--- config.mk ---
export PLATFORM = sky130hd
export DESIGN_NAME = check_clock_divider
export DESIGN_NICKNAME = d
export VERILOG_FILES = /design/src/core/crc_checker_pkg.sv /design/src/core/check_clock_divider.sv
export SDC_FILE = /design/constraint.sdc
export NUM_CORES = 1
export LEC_CHECK = 0
export BUFFER_PORTS_ARGS = -buffer_cell sky130_fd_sc_hd__buf_2
export CORE_MARGIN = 5
export CORE_UTILIZATION = 35
export DETAILED_ROUTE_END_ITERATION = 10
export PLACE_DENSITY_LB_ADDON = 0.15
export SYNTH_ARGS = -nofsm -noshare
export SYNTH_HDL_FRONTEND = slang
export SYNTH_SLANG_ARGS = --single-unit
export TNS_END_PERCENT = 30
--- constraint.sdc ---
create_clock -name clk_sys -period 2 [get_ports clk_sys]
set_clock_uncertainty 0.05 [all_clocks]
set_input_delay 0.3 -clock clk_sys [delete_from_list [all_inputs] [get_ports clk_sys]]
set_output_delay 0.3 -clock clk_sys [all_outputs]
set_load 0.01 [all_outputs]
--- src/core/crc_checker_pkg.sv ---
`default_nettype none
package crc_checker_pkg;

    // Checker datapath
    localparam int          SIG_W          = 32;
    localparam logic [31:0] CRC_POLY       = 32'h04C11DB7;
    localparam logic [31:0] CRC_INIT       = 32'hFFFFFFFF;
    localparam logic [31:0] SIG_CLEAR      = 32'h00000000;

    // Configuration memory walk
    localparam int          ADDR_W         = 10;
    localparam logic [9:0]  ADDR_FIRST     = 10'h000;
    localparam logic [9:0]  ADDR_LAST      = 10'h3FF;
    localparam logic [9:0]  ADDR_STEP      = 10'h001;

    // Check clock divider, ratio 2**n with n = 0..8
    localparam int          DIV_EXP_W      = 4;
    localparam logic [3:0]  DIV_EXP_MAX    = 4'h8;
    localparam int          DIV_CNT_W      = 8;
    localparam logic [7:0]  DIV_CNT_STEP   = 8'h01;
    localparam int          OSC_FREQ_HZ    = 80000000;
    localparam int          CHK_MIN_HZ     = OSC_FREQ_HZ / 256;

    typedef enum logic [1:0] {
        PH_IDLE   = 2'b00,
        PH_RUN    = 2'b01,
        PH_FINISH = 2'b11
    } phase_t;

    // Asynchronous pins, all synchronised before use
    typedef struct packed {
        logic userMode;
        logic configDone;
        logic edEnable;
        logic overrideInstr;
        logic shiftDr;
        logic tck;
        logic tdi;
    } pins_t;

    typedef struct packed {
        logic integrityFault;
        logic checkActive;
        logic tdo;
    } status_t;

    typedef struct packed {
        phase_t             phase;
        pins_t              syncA;
        pins_t              syncB;
        logic               tckPrev;
        logic               cfgDonePrev;
        logic [SIG_W-1:0]   checkWord;
        logic [SIG_W-1:0]   crcAcc;
        logic [SIG_W-1:0]   signature;
        logic               fault;
        logic               active;
        logic               tdo;
        logic [ADDR_W-1:0]  addr;
    } checker_state_t;

    typedef struct packed {
        logic [DIV_CNT_W-1:0] count;
        logic                 tick;
    } divider_state_t;

    localparam checker_state_t CHECKER_RESET = '0;
    localparam divider_state_t DIVIDER_RESET = '0;

    // One 32-bit word folded into the running CRC, MSB first
    function automatic logic [31:0] crc32_word(input logic [31:0] crc, input logic [31:0] data);
        logic [31:0] c;
        c = crc;
        for (int i = 31; i >= 0; i--) begin
            c = (c[31] ^ data[i]) ? ((c << 1) ^ CRC_POLY) : (c << 1);
        end
        return c;
    endfunction

    // Low n bits set; exponent above the limit is clamped
    function automatic logic [7:0] div_mask(input logic [3:0] exp);
        logic [3:0] e;
        e = (exp > DIV_EXP_MAX) ? DIV_EXP_MAX : exp;
        return 8'((9'h001 << e) - 9'h001);
    endfunction

endpackage
`default_nettype wire

--- src/core/check_clock_divider.sv ---
`default_nettype none
module check_clock_divider (
    input  wire logic                                 clk_sys,
    input  wire logic                                 rst,
    input  wire logic [crc_checker_pkg::DIV_EXP_W-1:0] divExp,
    output var  logic                                 tick
);
    import crc_checker_pkg::*;

    divider_state_t s;
    divider_state_t next_s;
    logic [DIV_CNT_W-1:0] mask;

    assign mask = div_mask(divExp);

    always_comb begin
        next_s       = s;
        next_s.count = s.count + DIV_CNT_STEP;
        // One tick every 2**n cycles, n = 0 gives every cycle
        next_s.tick  = ((s.count & mask) == mask);
    end

    always_ff @(posedge clk_sys or posedge rst) begin
        if (rst) begin
            s <= DIVIDER_RESET;
        end else begin
            s <= next_s;
        end
    end

    assign tick = s.tick;

endmodule
`default_nettype wire

==> run summary <==
Final Hold Viols - 0
Die Y - 46.66 um
vias in the first global route - 375
Area growth syn-to-layout - 26.06%
CP Max Fanout - 2
post-synthesis area per instance - 10.01 um2
H-tree lvl count - 1
row count - 13
Setup crit end kind - flop
share of cells above drive strength 1 - 0.2540
initial DRC count - 7
CTS root buffer - clkbuf_4
Clock Sinks - 9
worst rel slew slack - 0.7775
Pleak - 0.3077 nW
CTS-repair resized insts - 0
syn_nets - 55
TritonCTS clock tree - done
first-pass GRT wire length - 1635 um
#FFs+latches synth - 9
cell count after synthesis - 47
core area - 1285 um2
Via density - 4.872
total power - 0.0003553 W
kind of start point of the critical path - input pin
CP Class - in2reg
Clock transition at path regs - 60 ps
die area - 2177 um2
CTS Buf Count - 3
max-cap violations - 0
antenna violations before repair - 0
detailed placement HPWL - 708.1 um
GRT Total Usage - 0.1155
Critical Path RT - 2100 ps
Initial Util - 0.3661
Max VDD drop - 0.3754 mV
IO Port Bufs - 6
Final ANT Viol Nets - 0
worst-margin pin slew - 329.1 ps
Max Clk Rate - 552.6 MHz
1st-pass router iterations - 3
register area share after synthesis - 0.4787
GPL Wtd Cong - 0.7904
synth unique cells - 19
CTS max path bufs - 2
Residual DRC - 0
status - complete, no violations
PD cells - 599.1 nW/um2
synth warn - 0
fin crit share - 0.9048
Final Critical Period - 1810 ps
Critical Path AT - 1910 ps
# diodes - 0
reg2reg setup slack - 720 ps
total grt overflow - 0
worst hold slack - 297.5 ps
pin count of the biggest net entering global routing - 10
Clock Latency Late Sink - 260 ps
RSZ-0062 raised after global routing - no
Tightest Hold Check Type - in2reg
I/O pin count - 7
Via Count - 380
nets - 72
Max Slew Vio Count - 0
routed wire length - 895 um
Final Setup Violations - 0
Sum Neg Setup Slack - 0 ps
post-DR wirelength/cell - 11.47 um
DIE WIDTH - 46.66 um
Mapped Area - 470.5 um2
## power breakdown
| group | leakage (nW) | switching, W | internal [W] |
|---|---|---|---|
| Clock | 0.0150 | 0.0000612 | 0.0000767 |
| Sequential | 0.111 | 0.000000000701 | 0.000182 |
| Combinational | 0.181 | 0.0000175 | 0.0000177 |
## cell families (layout without fill, tap and decap cells)
family                     Yosys count  after routing  synth area share
and+or+nand+nor                     17             17            0.1995
DFF                                  9              9            0.4787
AOI/OAI and AO/OA                    8              8            0.1064
xor gates and xnor gates             7              7            0.1303
buffers and inverters                4             20           0.03191
adders and majority gates            2              2           0.05318
## metrics by stage
stage	instances	util	area, um2	setup slack, ps
floorplan	47	-	470.5	99.67
global placement	73	0.4333	556.8	-77.56
detailed placement	73	0.4333	556.8	-96.22
CTS	78	0.4615	593.1	182.1
global route	78	0.4615	593.1	109.2
finish	78	0.4615	593.1	190.5
## registers in the layout, summed over array words and instances (netlist names)
| signal | count |
|---|---|
| s | 8 |
| tick | 1 |
## critical path, cell delays in order
cell and delay [ps]:
buf_2 100, or4_4 530, ha_1 230, nor2b_1 150, a21oi_1 130, o21ai_0 100
a2111oi_2 360
## worst paths after layout
check | from | end | cells after the start
max in group asynchronous | rst | tick | 3
setup / recovery | divExp[0] | tick | 7
setup reg to reg | s[5] | tick | 4
min in group asynchronous | rst | s[5] | 3
hold / removal | divExp[2] | tick | 3
hold reg to reg | s[8] | s[8] | 1
## layout by cell type, fill, tap and decap left out, types with 2 or more instances in the layout
cell and n:
dfrtp_1 9, buf_2 6, buf_4 5, nor2_1 4
xnor2_1 3, o21ai_0 4, nand2_1 3, nand3_1 3
a21oi_1 2, xor2_1 4, inv_1 4, clkbuf_4 3
ha_1 2
## final cells by class
| cell class | count | area, um2 |
|---|---|---|
| fillers | 130 | 691.9 |
| multi-input cells | 34 | 230.2 |
| flip-flops and latches | 9 | 225.2 |
| repair buffers | 12 | 77.57 |
| clock buffers | 4 | 26.28 |
| well taps | 15 | 18.77 |
| inverters | 4 | 15.01 |
## per-layer routing
layer / GRT usage / up-vias / part of all wire
met5: 0 / - / 0
li1: - / 196 / -
met3: 0.03516 / 4 / 0.018
met4: 0.09945 / 0 / 0.041
met2: 0.1593 / 4 / 0.44
met1: 0.1432 / 176 / 0.50
## synth_stat cells
master,count,share of area
xnor2_1,3,0.056
nand4_1,1,0.013
and3_1,1,0.013
a2111oi_2,1,0.032
nor4b_1,1,0.019
o21ai_1,1,0.011
nor2_1,4,0.032
inv_1,4,0.032
a21oi_1,2,0.021
nor2b_1,1,0.013
nand3_1,3,0.032
or4_4,1,0.024
nand3b_1,1,0.016
ha_1,2,0.053
o21ai_0,4,0.043
xor2_1,4,0.074
nor4_1,1,0.013
nand2_1,3,0.024
dfrtp_1,9,0.48
## what timing repair did
item,4_1_cts,5_1_grt
hold buffers,1,0
buffers inserted,0,0
hold endpoints to repair,9,0
Note: power is estimated with default switching activity, not from simulation.
